<file path="src/logic/ddpm_defs.vh">
`ifndef DDPM_DEFS_VH
`define DDPM_DEFS_VH

// register indices; byte address on the bus is four times the index
`define DDPM_IDX_PINS_A 6'h0C
`define DDPM_IDX_PINS_B 6'h0D
`define DDPM_IDX_AUDIO 6'h0E
`define DDPM_IDX_SUBBANK 6'h0F
`define DDPM_IDX_STATUS 6'h10
`define DDPM_IDX_LAST_MAIN 6'h0B

// bus geometry
`define DDPM_ADDR_W 8
`define DDPM_IDX_MSB 7
`define DDPM_IDX_LSB 2
`define DDPM_RESP_OKAY 2'h0
`define DDPM_RESP_SLVERR 2'h2

// power-on defaults
`define DDPM_RST_PINS_A 4'h2
`define DDPM_RST_PINS_B 4'hF
`define DDPM_RST_AUDIO 4'h4
`define DDPM_RST_SUBBANK 4'h0

// versatile_pin_control_a fields
`define DDPM_A_EXT_OFFTRACK 0
`define DDPM_A_SINGLE_KILL 1
`define DDPM_A_PIN3_LEVEL 2

// versatile_pin_control_b fields and codes
`define DDPM_B_PIN4_LSB 0
`define DDPM_B_PIN4_MSB 1
`define DDPM_B_PIN5_LSB 2
`define DDPM_B_PIN5_MSB 3
`define DDPM_B_FOUR_LINE 4'h0
`define DDPM_PIN_LOW 2'h2
`define DDPM_PIN_HIGH 2'h3
`define DDPM_PIN_SIGNAL 2'h1

// audio_lock_brake_control fields
`define DDPM_E_BRAKE_SIX 0
`define DDPM_E_LOCK_DISC 1
`define DDPM_E_AUDIO_LSB 2
`define DDPM_E_AUDIO_MSB 3
`define DDPM_E_AUDIO_ON 2'h1

// subcode_and_bank_select fields
`define DDPM_F_ALT_BANK 0
`define DDPM_F_SUB_ON 2
`define DDPM_F_THREE_WIRE 3

// status register fields
`define DDPM_S_PIN_ONE 0
`define DDPM_S_OFFTRACK 1
`define DDPM_S_ALT_BANK 2
`define DDPM_S_FOUR_LINE 3

`endif

</file>
<file path="src/logic/ddpm_regs.v">
// The AXI4-Lite register port was decided locally.

`include "ddpm_defs.vh"

`default_nettype none

module ddpm_regs (
  input wire I_CLK,
  input wire I_NRST,
  // axi4-lite slave
  input wire [`DDPM_ADDR_W-1:0] I_AWADDR,
  input wire [2:0] I_AWPROT,
  input wire I_AWVALID,
  output wire O_AWREADY,
  input wire [31:0] I_WDATA,
  input wire [3:0] I_WSTRB,
  input wire I_WVALID,
  output wire O_WREADY,
  output reg [1:0] O_BRESP,
  output reg O_BVALID,
  input wire I_BREADY,
  input wire [`DDPM_ADDR_W-1:0] I_ARADDR,
  input wire [2:0] I_ARPROT,
  input wire I_ARVALID,
  output wire O_ARREADY,
  output reg [31:0] O_RDATA,
  output reg [1:0] O_RRESP,
  output reg O_RVALID,
  input wire I_RREADY,
  // pass-through write ports for main and shadow registers
  output reg O_MAIN_WE,
  output reg [3:0] O_MAIN_ADDR,
  output reg [3:0] O_MAIN_DATA,
  output reg O_SHADOW_WE,
  output reg [3:0] O_SHADOW_ADDR,
  output reg [3:0] O_SHADOW_DATA,
  // decoder-side sources
  input wire I_PIN_ONE,
  input wire I_OFFTRACK_INT,
  input wire I_KILL_L,
  input wire I_KILL_R,
  input wire I_SUBCODE_QW,
  input wire I_EMPHASIS,
  input wire I_MOTOR_LINE3,
  input wire I_MOTOR_LINE4,
  // pins and controls
  output reg O_OFFTRACK,
  output reg O_KILL,
  output reg O_PIN_THREE,
  output reg O_PIN_FOUR,
  output reg O_PIN_FIVE,
  output reg O_FOUR_LINE_MOTOR,
  output reg O_DEEMPH_BYPASS,
  output reg O_AUDIO_FEATURES_EN,
  output reg O_LOCK_TO_DISC,
  output reg O_BRAKE_SIX_PCT,
  output reg O_SUBCODE_EN,
  output reg O_SUBCODE_THREE_WIRE,
  output reg O_ALT_BANK_EN
);

  ////////////////////////////////////////////////////////////////////////////
  // declarations

  reg [3:0] pins_a_reg;
  reg [3:0] pins_b_reg;
  reg [3:0] audio_reg;
  reg [3:0] subbank_reg;

  reg aw_got_reg;
  reg w_got_reg;
  reg [`DDPM_ADDR_W-1:0] awaddr_reg;
  reg [3:0] wdata_reg;
  reg wstrb0_reg;

  reg pin_one_meta_reg;
  reg pin_one_sync_reg;

  wire [5:0] w_idx;
  wire [5:0] r_idx;
  wire do_write;
  wire alt_bank;
  wire w_main;
  wire w_local;
  wire w_ok;
  wire four_line;
  wire [1:0] pin4_mode;
  wire [1:0] pin5_mode;
  wire offtrack_sel;

  // next pin levels
  reg offtrack_next;
  reg kill_next;
  reg pin_three_next;
  reg pin_four_next;
  reg pin_five_next;

  reg [31:0] rdata_next;
  reg rerr_next;

  ////////////////////////////////////////////////////////////////////////////
  // pin one synchroniser; the first stage feeds nothing else

  always @(posedge I_CLK) begin
    if (!I_NRST) begin
      pin_one_meta_reg <= 1'b0;
      pin_one_sync_reg <= 1'b0;
    end else begin
      pin_one_meta_reg <= I_PIN_ONE;
      pin_one_sync_reg <= pin_one_meta_reg;
    end
  end

  ////////////////////////////////////////////////////////////////////////////
  // write channel: address and data accepted in either order

  assign O_AWREADY = !aw_got_reg && !O_BVALID;
  assign O_WREADY = !w_got_reg && !O_BVALID;
  assign do_write = aw_got_reg && w_got_reg;

  assign w_idx = awaddr_reg[`DDPM_IDX_MSB:`DDPM_IDX_LSB];
  assign alt_bank = subbank_reg[`DDPM_F_ALT_BANK];
  // once the shadow bank is on, the bank select itself is shadowed too,
  // so only reset returns to the main set
  assign w_main = !alt_bank && (w_idx <= `DDPM_IDX_LAST_MAIN);
  assign w_local = !alt_bank && (w_idx >= `DDPM_IDX_PINS_A) && (w_idx <= `DDPM_IDX_SUBBANK);
  // the shadow bank holds sixteen entries; higher indices are refused
  assign w_ok = alt_bank ? (w_idx <= `DDPM_IDX_SUBBANK) : (w_main || w_local);

  always @(posedge I_CLK) begin
    if (!I_NRST) begin
      aw_got_reg <= 1'b0;
      w_got_reg <= 1'b0;
      awaddr_reg <= {`DDPM_ADDR_W{1'b0}};
      wdata_reg <= 4'h0;
      wstrb0_reg <= 1'b0;
      O_BVALID <= 1'b0;
      O_BRESP <= `DDPM_RESP_OKAY;
    end else begin
      if (I_AWVALID && O_AWREADY) begin
        aw_got_reg <= 1'b1;
        awaddr_reg <= I_AWADDR;
      end
      if (I_WVALID && O_WREADY) begin
        w_got_reg <= 1'b1;
        wdata_reg <= I_WDATA[3:0];
        wstrb0_reg <= I_WSTRB[0];
      end
      if (do_write) begin
        aw_got_reg <= 1'b0;
        w_got_reg <= 1'b0;
        O_BVALID <= 1'b1;
        O_BRESP <= w_ok ? `DDPM_RESP_OKAY : `DDPM_RESP_SLVERR;
      end else if (O_BVALID && I_BREADY) begin
        O_BVALID <= 1'b0;
      end
    end
  end

  ////////////////////////////////////////////////////////////////////////////
  // local registers; only byte lane 0 carries the 4-bit fields

  always @(posedge I_CLK) begin
    if (!I_NRST) begin
      pins_a_reg <= `DDPM_RST_PINS_A;
      pins_b_reg <= `DDPM_RST_PINS_B;
      audio_reg <= `DDPM_RST_AUDIO;
      subbank_reg <= `DDPM_RST_SUBBANK;
    end else if (do_write && w_local && wstrb0_reg) begin
      case (w_idx)
        `DDPM_IDX_PINS_A: pins_a_reg <= wdata_reg;
        `DDPM_IDX_PINS_B: pins_b_reg <= wdata_reg;
        `DDPM_IDX_AUDIO: audio_reg <= wdata_reg;
        `DDPM_IDX_SUBBANK: subbank_reg <= wdata_reg;
        default: pins_a_reg <= pins_a_reg;
      endcase
    end
  end

  ////////////////////////////////////////////////////////////////////////////
  // pass-through strobes toward the lower main registers and the shadow bank

  always @(posedge I_CLK) begin
    if (!I_NRST) begin
      O_MAIN_WE <= 1'b0;
      O_MAIN_ADDR <= 4'h0;
      O_MAIN_DATA <= 4'h0;
      O_SHADOW_WE <= 1'b0;
      O_SHADOW_ADDR <= 4'h0;
      O_SHADOW_DATA <= 4'h0;
    end else begin
      O_MAIN_WE <= do_write && w_main && wstrb0_reg;
      O_SHADOW_WE <= do_write && alt_bank && w_ok && wstrb0_reg;
      if (do_write) begin
        O_MAIN_ADDR <= w_idx[3:0];
        O_MAIN_DATA <= wdata_reg;
        O_SHADOW_ADDR <= w_idx[3:0];
        O_SHADOW_DATA <= wdata_reg;
      end
    end
  end

  ////////////////////////////////////////////////////////////////////////////
  // read channel; of the write-only registers only the four local ones read back for debug

  assign O_ARREADY = !O_RVALID;
  assign r_idx = I_ARADDR[`DDPM_IDX_MSB:`DDPM_IDX_LSB];
  // pin one reads through the synchroniser, so a pulse under one cycle may be missed

  always @* begin
    rdata_next = 32'h00000000;
    rerr_next = 1'b0;
    case (r_idx)
      `DDPM_IDX_PINS_A: rdata_next[3:0] = pins_a_reg;
      `DDPM_IDX_PINS_B: rdata_next[3:0] = pins_b_reg;
      `DDPM_IDX_AUDIO: rdata_next[3:0] = audio_reg;
      `DDPM_IDX_SUBBANK: rdata_next[3:0] = subbank_reg;
      `DDPM_IDX_STATUS: begin
        rdata_next[`DDPM_S_PIN_ONE] = pin_one_sync_reg;
        rdata_next[`DDPM_S_OFFTRACK] = O_OFFTRACK;
        rdata_next[`DDPM_S_ALT_BANK] = alt_bank;
        rdata_next[`DDPM_S_FOUR_LINE] = four_line;
      end
      default: rerr_next = 1'b1;
    endcase
  end

  always @(posedge I_CLK) begin
    if (!I_NRST) begin
      O_RVALID <= 1'b0;
      O_RDATA <= 32'h00000000;
      O_RRESP <= `DDPM_RESP_OKAY;
    end else if (I_ARVALID && O_ARREADY) begin
      O_RVALID <= 1'b1;
      O_RDATA <= rdata_next;
      O_RRESP <= rerr_next ? `DDPM_RESP_SLVERR : `DDPM_RESP_OKAY;
    end else if (O_RVALID && I_RREADY) begin
      O_RVALID <= 1'b0;
    end
  end

  ////////////////////////////////////////////////////////////////////////////
  // pin and feature decode

  assign offtrack_sel = pins_a_reg[`DDPM_A_EXT_OFFTRACK];
  assign four_line = (pins_b_reg == `DDPM_B_FOUR_LINE);
  assign pin4_mode = pins_b_reg[`DDPM_B_PIN4_MSB:`DDPM_B_PIN4_LSB];
  assign pin5_mode = pins_b_reg[`DDPM_B_PIN5_MSB:`DDPM_B_PIN5_LSB];

  ////////////////////////////////////////////////////////////////////////////
  // next pin levels; motor lines take both pins over in four-line mode

  always @* begin
    offtrack_next = I_OFFTRACK_INT;
    kill_next = I_KILL_L;
    pin_three_next = I_KILL_R;
    pin_four_next = 1'b0;
    pin_five_next = 1'b0;
    // off-track source
    if (offtrack_sel) begin
      offtrack_next = pin_one_sync_reg;
    end else begin
      offtrack_next = I_OFFTRACK_INT;
    end
    // kill routing; single output mutes only when both channels are silent
    if (!pins_a_reg[`DDPM_A_SINGLE_KILL]) begin
      kill_next = I_KILL_L;
      pin_three_next = I_KILL_R;
    end else begin
      kill_next = I_KILL_L && I_KILL_R;
      pin_three_next = pins_a_reg[`DDPM_A_PIN3_LEVEL];
    end
    if (four_line) begin
      pin_four_next = I_MOTOR_LINE3;
      pin_five_next = I_MOTOR_LINE4;
    end else begin
      case (pin4_mode)
        `DDPM_PIN_SIGNAL: pin_four_next = I_SUBCODE_QW;
        `DDPM_PIN_HIGH: pin_four_next = 1'b1;
        default: pin_four_next = 1'b0;
      endcase
      case (pin5_mode)
        `DDPM_PIN_SIGNAL: pin_five_next = I_EMPHASIS;
        `DDPM_PIN_HIGH: pin_five_next = 1'b1;
        default: pin_five_next = 1'b0;
      endcase
    end
  end

  // outputs registered so the pins never glitch while the mux settles
  always @(posedge I_CLK) begin
    if (!I_NRST) begin
      O_OFFTRACK <= 1'b0;
      O_KILL <= 1'b0;
      O_PIN_THREE <= 1'b0;
      O_PIN_FOUR <= 1'b1;
      O_PIN_FIVE <= 1'b1;
      O_FOUR_LINE_MOTOR <= 1'b0;
      O_DEEMPH_BYPASS <= 1'b0;
      O_AUDIO_FEATURES_EN <= 1'b1;
      O_LOCK_TO_DISC <= 1'b0;
      O_BRAKE_SIX_PCT <= 1'b0;
      O_SUBCODE_EN <= 1'b0;
      O_SUBCODE_THREE_WIRE <= 1'b0;
      O_ALT_BANK_EN <= 1'b0;
    end else begin
      // off-track and kill routing
      O_OFFTRACK <= offtrack_next;
      O_KILL <= kill_next;
      O_PIN_THREE <= pin_three_next;

      // pins four and five
      O_FOUR_LINE_MOTOR <= four_line;
      O_PIN_FOUR <= pin_four_next;
      O_PIN_FIVE <= pin_five_next;

      // bypass only while the emphasis flag is on the pin
      O_DEEMPH_BYPASS <= !four_line && (pin5_mode == `DDPM_PIN_SIGNAL);

      // audio, lock and brake
      O_AUDIO_FEATURES_EN <= (audio_reg[`DDPM_E_AUDIO_MSB:`DDPM_E_AUDIO_LSB] == `DDPM_E_AUDIO_ON);
      O_LOCK_TO_DISC <= audio_reg[`DDPM_E_LOCK_DISC];
      O_BRAKE_SIX_PCT <= audio_reg[`DDPM_E_BRAKE_SIX];

      // subcode interface and bank select
      O_SUBCODE_EN <= subbank_reg[`DDPM_F_SUB_ON];
      O_SUBCODE_THREE_WIRE <= subbank_reg[`DDPM_F_THREE_WIRE];
      O_ALT_BANK_EN <= alt_bank;
    end
  end

endmodule // ddpm_regs

`default_nettype wire

</file>
<file path="config.mk">
export PLATFORM = sky130hd
export DESIGN_NAME = ddpm_regs
export DESIGN_NICKNAME = d
export VERILOG_FILES = /design/src/logic/ddpm_regs.v
export VERILOG_INCLUDE_DIRS = /design/src /design/src/logic
export SDC_FILE = /design/constraint.sdc
export NUM_CORES = 1
export LEC_CHECK = 0
export ABC_AREA = 1
export BUFFER_PORTS_ARGS = -buffer_cell sky130_fd_sc_hd__buf_2
export CAP_MARGIN = 30
export CORE_MARGIN = 4
export CORE_UTILIZATION = 40
export DETAILED_ROUTE_END_ITERATION = 7
export PLACE_DENSITY = 0.8
export SKIP_LAST_GASP = 1
export SLEW_MARGIN = 0
export SYNTH_ARGS = -nofsm -noshare
export SYNTH_HDL_FRONTEND = slang
export SYNTH_SLANG_ARGS = --single-unit
</file>
<file path="constraint.sdc">
create_clock -name I_CLK -period 1.6 [get_ports I_CLK]
set_input_delay 0.16 -clock I_CLK [delete_from_list [all_inputs] [get_ports I_CLK]]
set_output_delay 0.16 -clock I_CLK [all_outputs]
set_load 0.1 [all_outputs]
</file>
# Yosys cells after proc, flatten, opt, wreduce, memory -nomap -nowiden
# Index checks and enable logic that the tools add are counted.
[totals]
register_bits = 66
input_bits = 73
output_inout_bits = 72
wordCells = 102
[op_classes]
n_lt_le_gt_ge = 3
eq_ne = 14
muxes = 15
n_bitwise = 1
reduce_logical = 36
[ops]
columns = ["operator", "count"]
rows = [
  ["== test 6 x 4 -> 1 bit, second input constant", 8],
  ["logical AND 1 bit", 20],
  ["one-hot mux 4 bit (5 select lines)", 1],
  ["<= comparator 6 x 4 -> 1 bit, second input constant", 2],
  ["two-way mux 1 bit", 10],
  ["AND reduction 2 bit", 4],
  ["== test 2 x 1 -> 1 bit, second input constant", 3],
  ["== test 6 x 5 -> 1 bit, second input constant", 1],
  [">= comparator 6 x 4 -> 1 bit, second input constant", 1],
  ["zero test 1 bit", 6],
  ["OR reduction 5 bit", 1],
  ["== test 2 bit, second input constant", 2],
  ["zero test 4 bit", 1],
  ["two-way mux 2 bit", 2],
  ["one-hot mux 1 bit (2 select lines)", 2],
  ["nonzero test 2 bit", 2],
  ["OR reduction 2 bit", 1],
  ["logical OR 1 bit", 1],
  ["inverter 1 bit", 1],
]

# Logic depth before layout (Yosys ltp)
# Gate-level depths: netlist of the first run.
[depth]
ltp_word = 7
depth_mapped = 8
depth_no_buf = 8

# Worst setup path after synthesis of the first run
# No wires, ideal clock.
[synth_path]
kind = "register -> register"
from = "register O_BVALID"
to = "register wdata_reg[0]"
setup_time_ps = 127
arrival_time_ps = 2838
t_required_ps = 1473
slack_ps = -1365
path_stages_with_launch = 5
path_buffers = 0
period_less_slack_ps = 2965
cell_sequence = "dfxtp_1 > nor2_1 > nand2_1 > o21ai_0 > a21oi_1"
[synth_between]
elab_chain_cells = 3
[synth_rtl]
columns = ["item", "line", "text"]
rows = [
  ["from (decl)", "ddpm_regs.v:20", "output reg O_BVALID,"],
  ["from (signal assigned)", "ddpm_regs.v:137", "O_BVALID <= 1'b0;"],
  ["from (signal assigned)", "ddpm_regs.v:152", "O_BVALID <= 1'b1;"],
  ["from (signal assigned)", "ddpm_regs.v:155", "O_BVALID <= 1'b0;"],
  ["zero test 1 bit", "ddpm_regs.v:118", "assign O_WREADY = !w_got_reg && !O_BVALID;"],
  ["logical AND 1 bit", "ddpm_regs.v:118", ""],
  ["net O_WREADY", "ddpm_regs.v:18", "output wire O_WREADY,"],
  ["logical AND 1 bit", "ddpm_regs.v:144", "if (I_WVALID && O_WREADY) begin"],
  ["to (signal assigned)", "ddpm_regs.v:146", "wdata_reg <= I_WDATA[3:0];"],
  ["to (decl)", "ddpm_regs.v:73", "reg [3:0] wdata_reg;"],
]
# The timed path passes the listed nets, and every way through them passes these cells.
# A chain may end at the register's enable or synchronous reset.

# Worst setup path after layout of the first run
[layout_path]
from = "register w_got_reg"
to = "output O_WREADY"
[layout_between]
elab_chain_cells = 2
[layout_rtl]
columns = ["item", "line", "text"]
rows = [
  ["from (decl)", "ddpm_regs.v:71", "reg w_got_reg;"],
  ["from (signal assigned)", "ddpm_regs.v:133", "w_got_reg <= 1'b0;"],
  ["from (signal assigned)", "ddpm_regs.v:145", "w_got_reg <= 1'b1;"],
  ["from (signal assigned)", "ddpm_regs.v:151", "w_got_reg <= 1'b0;"],
  ["zero test 1 bit", "ddpm_regs.v:118", ""],
  ["logical AND 1 bit", "ddpm_regs.v:118", ""],
  ["to (decl)", "ddpm_regs.v:18", ""],
]
# Every way passes these cells.

==> results.md, run 1 <==
| Parameter | Value | Unit |
|---|---|---|
| Outcome | complete, no violations | - |
| Antenna cell count | 0 | - |
| CTS Buf Count | 9 | - |
| Sinks on the clock net | 62 | - |
| Slowest stage cell on the critical path | sky130_fd_sc_hd__buf_2 | - |
| Hold Worst Slack | 0.0184 | ns |
| Clock tree from TritonCTS | built | - |
| Reported max-cap violation count | 0 | - |
| Startpoint of the most critical register-to-register path | awaddr_reg[5]$_SDFFE_PN0P_ | - |
| Share of layout cells above drive strength 1 | 26.4 | % |
| Area share of xor/xnor cells in the synthesized design | 0 | % |
| Delay of the slowest cell on the worst path | 0.43 | ns |
| Cell variety after synth | 31 | - |
| Growth of design area from synthesis to finish | 19.8 | % |
| Data arrival, critical path | 1.25 | ns |
| Dominant combinational cell family by area after synthesis | simple AND/OR/NAND/NOR gates | - |
| Clock buffer depth | 2 | - |
| Number of flip-flops under the largest register name | 6 | - |
| Quantity of hold-fixing buffers added after cts | 0 | - |
| CTS root buf | sky130_fd_sc_hd__clkbuf_8 | - |
| Length of the first detailed-routing pass in iterations | 4 | - |
| End of the worst register-to-register path | pins_a_reg[3]$_SDFFE_PN0P_ | - |
| Total leakage power | 1.72 | nW |
| Final Instance Count excl. Fillers | 512 | - |
| Routed length per placed instance | 12.5 | um |
| Maximum fanout encountered on the critical timing path | 3 | - |
| Antenna violations before repair | 0 | - |
| Vias in the first global route | 2,244 | - |
| Number of cells upsized or downsized after cts | 0 | - |
| CP endpoint kind | output pin | - |
| Cell Pwr Density | 1230 | nW/um^2 |
| # H-tree levels | 3 | - |
| Fill cells | 615 | - |
| Crit path time final | 1.41 | ns |
| Fraction of the mapped netlist area in compound gates | 11.0 | % |
| Number of setup violations in the final report | 0 | - |
| Simple logic cell fraction of the synthesized area | 27.2 | % |
| Max IR drop VDD | 592 | uV |
| Cell row count | 29 | - |
| Sequential fraction of the synthesis area | 45.0 | % |
| Final Max Slew Viols | 0 | - |
| Post-Route Skew | 0.00584 | ns |
| Insertion delay to the later sink of the worst-skew pair | 0.33 | ns |
| Mux share of post-synthesis cell area | 0 | % |
| Starting density of the core | 42.2 | % |
| Drt via density | 4.74 | - |
| Synth Instances | 359 | - |
| Final Hold Violating Endpoints | 0 | - |
| Remaining DRCs | 0 | - |
| Largest net degree at the start of global routing | 24 | - |
| ANT nets after route | 0 | - |
| Global-route usage over all layers | 16.0 | % |
| Setup Total Neg Slack | 0 | ns |
| Timing-limited maximum frequency | 708 | MHz |
| Count of state elements after synthesis | 62 | - |
| Number of nets in the layout | 503 | - |
| Startpoint of the tightest hold check path | I_PIN_ONE | - |
| Number of cells on the worst reg-to-reg path | 6 | - |
| Data required, critical path | 1.44 | ns |
| Final period util | 88.2 | % |
| Critical path class | register to output pin | - |
| Vias post-DR | 2,426 | - |
| Die Y-Extent | 91.0 | um |
| Quantity of I/O buffers inserted on ports | 73 | - |
| Placed wire-length estimate | 4.90 | mm |
| Overflow left after global routing | 0 | - |
| Post-synthesis cell area | 2760 | um^2 |
| Worst setup slack after layout | 0.189 | ns |
| Drt first-iter violations | 244 | - |
| Placed Instances | 496 | - |
| Synthesized area per cell | 7.67 | um^2 |
| Worst setup path start | w_got_reg$_SDFFE_PP0P_ | - |
| Crit-path cells | nor2_4 -> buf_2 | - |
| R2R setup slack | 0.19 | ns |
| Area of the placeable core | 6530 | um^2 |
| RSZ-0062 raised after global routing | false | - |
| Number of ports placed on the die boundary | 145 | - |
| Final weighted congestion in routability-driven placement | 0.898 | - |
| Die Area | 8280 | um^2 |
| Clock edge transition at the registers on the reported setup and hold paths | 0.07 | ns |
| Setup fix buffers added after clock tree synthesis | 0 | - |
| Detailed-route wire length | 6.40 | mm |
| Hold path depth | 3 | - |
| Worst min path class | input port to register | - |
| First-pass GRT wire length | 10.7 | mm |
| Launching element type of the critical path | register | - |
| Chip Width | 91.0 | um |
| Synthesized-area fraction occupied by adder cells | 0 | % |
| Worst slack at placement | 0.245 | ns |
| Yosys synthesis warning count | 0 | - |
| Hold EP | pin_one_meta_reg$_SDFF_PN0_ | - |
metrics by stage:
| step | instance area [um^2] | utilization (%) | power (mW) |
|---|---|---|---|
| after floorplan | 2900 | - | 2.45 |
| after global placement | 3070 | 46.9 | 2.50 |
| final | 3300 | 50.5 | 4.06 |
| after detailed placement | 3070 | 46.9 | 2.51 |
| after global routing | 3300 | 50.5 | 4.23 |
| after CTS | 3300 | 50.5 | 4.10 |
where the power goes:
part	internal [mW]	total, mW	switching (mW)
sequential	1.60	1.65	0.0528
combinational	0.112	0.829	0.717
clock	1.00	1.58	0.580
cell usage after synthesis (all sizes together):
cell    instances  area (um^2)
o211ai          1         7.51
nand2          57          243
nor3            7         56.3
nand4           7         43.8
clkinv          1         8.76
dfxtp          62         1240
o31ai           2         15.0
o21a            1         7.51
conb            1         3.75
nor2           51          229
inv            37          139
buf            40          294
clkbuf          4         15.0
or2             1         6.26
a31oi           3         18.8
a21oi          17         85.1
and3            1         6.26
nand3          32          165
o21ai          34          170
worst max-delay path by stage:
stage | to | slack, ns
after floorplan | O_RDATA[0]$_SDFFE_PN0P_ | -0.09
after global routing | pins_a_reg[2]$_SDFFE_PN0P_ | 0.07
final | O_WREADY | 0.19
after detailed placement | pins_a_reg[3]$_SDFFE_PN0P_ | 0.24
after CTS | O_WREADY | 0.17
after global placement | pins_a_reg[1]$_SDFFE_PN1P_ | 0.29
critical path: cells and delay by family, from the launching register on:
kind	cells	cell delay (ns)
flip-flops	1	0.37
buffers and inverters	1	0.43
AND/OR/NAND/NOR	1	0.11
cell type report:
type	instances	area, um^2	area share, %
Clock inverter	3	65.1	1.97
Multi-Input combinational cell	244	1190	36.0
Timing Repair Buffer	75	380	11.5
Sequential cell	62	1250	37.8
Clock buffer	13	169	5.12
Inverter	38	151	4.59
Tap cell	77	96.3	2.92
metal layers:
| metal | vias up | track usage [%] | part of all wire (%) |
|---|---|---|---|
| met5 | - | 0 | 0 |
| met4 | 0 | 7.04 | 2.0 |
| met3 | 12 | 5.54 | 7.2 |
| met2 | 85 | 26.7 | 50 |
| met1 | 1084 | 18.5 | 41 |
| li1 | 1245 | - | - |
kinds of logic (layout without fill, tap and decap cells):
kind of cell / count (synthesis) / after routing
flip-flops: 62 / 62
AO/OA/AOI/OAI: 58 / 58
buffers and inverters: 82 / 129
AND/OR/NAND/NOR: 156 / 156
other: 1 / 30
placed cells by master, fill, tap and decap left out, types with 2 or more instances in the layout:
cell	instances
sky130_fd_sc_hd__a21oi_1	17
sky130_fd_sc_hd__o21ai_1	8
sky130_fd_sc_hd__nor3_1	4
sky130_fd_sc_hd__nor2_8	2
sky130_fd_sc_hd__a31oi_1	3
sky130_fd_sc_hd__dfxtp_4	2
sky130_fd_sc_hd__dfxtp_1	60
sky130_fd_sc_hd__o21ai_0	26
sky130_fd_sc_hd__nand2_2	5
sky130_fd_sc_hd__buf_2	73
sky130_fd_sc_hd__inv_1	33
sky130_fd_sc_hd__clkbuf_8	12
sky130_fd_sc_hd__buf_4	2
sky130_fd_sc_hd__nand3_1	31
sky130_fd_sc_hd__nor2_2	2
sky130_fd_sc_hd__nor2_4	2
sky130_fd_sc_hd__nor2_1	45
sky130_fd_sc_hd__conb_1	30
sky130_fd_sc_hd__o31ai_1	2
sky130_fd_sc_hd__nand2_1	50
sky130_fd_sc_hd__nand4_1	7
sky130_fd_sc_hd__inv_2	3
sky130_fd_sc_hd__nor3_2	2
sky130_fd_sc_hd__bufinv_16	2
Note: power is estimated with default switching activity, not from simulation.
==> inputs of run 2 (changes only) <==
--- a/config.mk
+++ b/config.mk
@@ -13,6 +13,7 @@
 export CORE_UTILIZATION = 40
 export DETAILED_ROUTE_END_ITERATION = 7
 export PLACE_DENSITY = 0.8
+export SETUP_SLACK_MARGIN = 0.4
 export SKIP_LAST_GASP = 1
 export SLEW_MARGIN = 0
 export SYNTH_ARGS = -nofsm -noshare
==> run 2 against run 1 <==
Against the previous run: maximum frequency grew 14%; core utilization grew 4.6 points; sequential power barely moved; die area unchanged; global-route usage rose by 1.1 points; combinational power rose by 12%; largest cell class unchanged.
==> results.md, run 2 (synthesis results as in run 1) <==
| Parameter | Value | Unit |
|---|---|---|
| Most frequent standard cell in the layout excluding fill and tap cells | sky130_fd_sc_hd__buf_4 | - |
| Drt first-iter violations | 166 | - |
| RSZ-0062 raised after global routing | true | - |
| Clock edge transition at the registers on the reported setup and hold paths | 0.06 | ns |
| CTS Buf Count | 9 | - |
| Max IR drop VDD | 455 | uV |
| ANT nets after route | 0 | - |
| Worst setup path end | pins_a_reg[3]$_SDFFE_PN0P_ | - |
| Timing-limited maximum frequency | 808 | MHz |
| Data arrival, critical path | 1.51 | ns |
| Final Max Slew Viols | 0 | - |
| Number of flip-flops under the largest register name | 6 | - |
| Cell row count | 29 | - |
| Chip Width | 91.0 | um |
| Number of nets in the layout | 513 | - |
| R2R setup slack | 0.36 | ns |
| Total leakage power | 1.80 | nW |
| Number of ports placed on the die boundary | 145 | - |
| Drt via density | 4.90 | - |
| Clock buffer depth | 2 | - |
| Vias in the first global route | 2,523 | - |
| Data required, critical path | 1.87 | ns |
| Maximum fanout encountered on the critical timing path | 6 | - |
| Growth of design area from synthesis to finish | 30.7 | % |
| Post-layout total power | 3.97 | mW |
| Remaining DRCs | 0 | - |
| Overflow left after global routing | 0 | - |
| Largest net degree at the start of global routing | 20 | - |
| Detailed-route wire length | 6.99 | mm |
| Vias post-DR | 2,558 | - |
| Critical path class | register to register | - |
| Crit path time final | 1.24 | ns |
| Routed length per placed instance | 13.4 | um |
| Final weighted congestion in routability-driven placement | 0.895 | - |
| Final period util | 77.3 | % |
| First-pass GRT wire length | 11.5 | mm |
| Cell Pwr Density | 1100 | nW/um^2 |
| Placed Instances | 497 | - |
| Starting density of the core | 42.2 | % |
| Antenna cell count | 0 | - |
| Area of the placeable core | 6530 | um^2 |
| Worst min path class | input port to register | - |
| Final Hold Violating Endpoints | 0 | - |
| Die Y-Extent | 91.0 | um |
| Outcome | complete, no violations | - |
| Final Instance Count excl. Fillers | 522 | - |
| CTS root buf | sky130_fd_sc_hd__clkbuf_8 | - |
| End of the worst register-to-register path | pins_a_reg[3]$_SDFFE_PN0P_ | - |
| CP endpoint kind | register | - |
| Sinks on the clock net | 62 | - |
| Antenna violations before repair | 0 | - |
| Number of cells on the worst reg-to-reg path | 7 | - |
| Worst setup path start | awaddr_reg[7]$_SDFFE_PN0P_ | - |
| Launching element type of the critical path | register | - |
| Fill cells | 567 | - |
| Hold Worst Slack | 0.00975 | ns |
| Die Area | 8280 | um^2 |
| Startpoint of the most critical register-to-register path | awaddr_reg[7]$_SDFFE_PN0P_ | - |
| Insertion delay to the later sink of the worst-skew pair | 0.34 | ns |
| Number of setup violations in the final report | 0 | - |
| Quantity of I/O buffers inserted on ports | 73 | - |
| Post-Route Skew | 0.0113 | ns |
| Final standard cell utilization of the core | 55.1 | % |
| Clock tree from TritonCTS | built | - |
| Reported max-cap violation count | 0 | - |
| Most used cells in the layout excluding fill and tap cells | sky130_fd_sc_hd__buf_4 (49), sky130_fd_sc_hd__nand2_1 (48), sky130_fd_sc_hd__nor2_1 (42) | - |
| Placed wire-length estimate | 4.93 | mm |
| # H-tree levels | 3 | - |
| Length of the first detailed-routing pass in iterations | 4 | - |
| Global-route usage over all layers | 17.0 | % |
| Share of layout cells above drive strength 1 | 34.2 | % |
[run 2: changes by cell type in the layout (fill, tap and decap cells not counted), moves of 3 or more]
cell / previous run / this run
sky130_fd_sc_hd__buf_2: 73 / 31
sky130_fd_sc_hd__buf_4: 2 / 49
sky130_fd_sc_hd__dfxtp_1: 60 / 41
sky130_fd_sc_hd__dfxtp_2: 0 / 17
sky130_fd_sc_hd__nand2_4: 1 / 4
sky130_fd_sc_hd__nor2_1: 45 / 42
sky130_fd_sc_hd__o21ai_0: 26 / 14
sky130_fd_sc_hd__o21ai_1: 8 / 20
[run 2: per-layer routing]
layer	vias up	wire length, um	share of wire (%)	GRT usage, %
li1	1266	-	-	-
met1	1172	2750	39	18.8
met2	92	3480	50	28.7
met3	28	458	6.6	4.55
met4	0	298	4.3	11.3
met5	-	0	0	0
[run 2: how the worst min path moves through the flow]
stage | start | to | slack [ns] | depth (start not counted)
floorplan | I_BREADY | O_BVALID$_SDFFE_PN0P_ | 0.25 | 1
global placement | I_BREADY | O_BVALID$_SDFFE_PN0P_ | 0.34 | 2
detailed placement | I_BREADY | O_BVALID$_SDFFE_PN0P_ | 0.35 | 2
CTS | I_PIN_ONE | pin_one_meta_reg$_SDFF_PN0_ | 0.004 | 3
global route | I_KILL_L | O_KILL$_SDFF_PN0_ | 0.04 | 3
finish | I_PIN_ONE | pin_one_meta_reg$_SDFF_PN0_ | 0.01 | 3
[run 2: report_power, final]
part | switching (mW) | total (mW) | internal [mW]
combinational | 0.747 | 0.926 | 0.178
clock | 0.582 | 1.38 | 0.797
sequential | 0.0668 | 1.67 | 1.60
[run 2: critical path: stages, from the launching register on]
cell,delay (ns)
sky130_fd_sc_hd__dfxtp_2,0.35
sky130_fd_sc_hd__nor2_8,0.19
sky130_fd_sc_hd__nand2_8,0.09
sky130_fd_sc_hd__nor3_4,0.24
sky130_fd_sc_hd__nand2_2,0.11
sky130_fd_sc_hd__nand2_1,0.08
sky130_fd_sc_hd__inv_1,0.04
sky130_fd_sc_hd__nor2_1,0.08
[run 2: stage by stage]
step                      worst slack [ns]  instance area [um^2]  TNS (ns)
final                                0.363                  3600         0
after detailed placement             0.253                  3100         0
after floorplan                    -0.0850                  2920    -0.501
after CTS                            0.319                  3510         0
after global routing                 0.269                  3600         0
after global placement               0.299                  3100         0
[run 2: area by class of cell]
class / count / area, um^2 / share of cell area (%)
flip-flops and latches: 62 / 1280 / 35.5
clock buffers: 12 / 155 / 4.31
inverters: 38 / 161 / 4.48
multi-input cells: 244 / 1270 / 35.2
repair buffers: 85 / 596 / 16.5
well taps: 77 / 96.3 / 2.68
clock inverters: 4 / 45.0 / 1.25
[run 2: what timing repair did]
item,in CTS,in global routing
resized for setup,62,19
hold buffers,1,0
endpoints found under the setup margin,59,21
hold endpoints to repair,1,0
buffers inserted,4,4
pin swaps,4,4
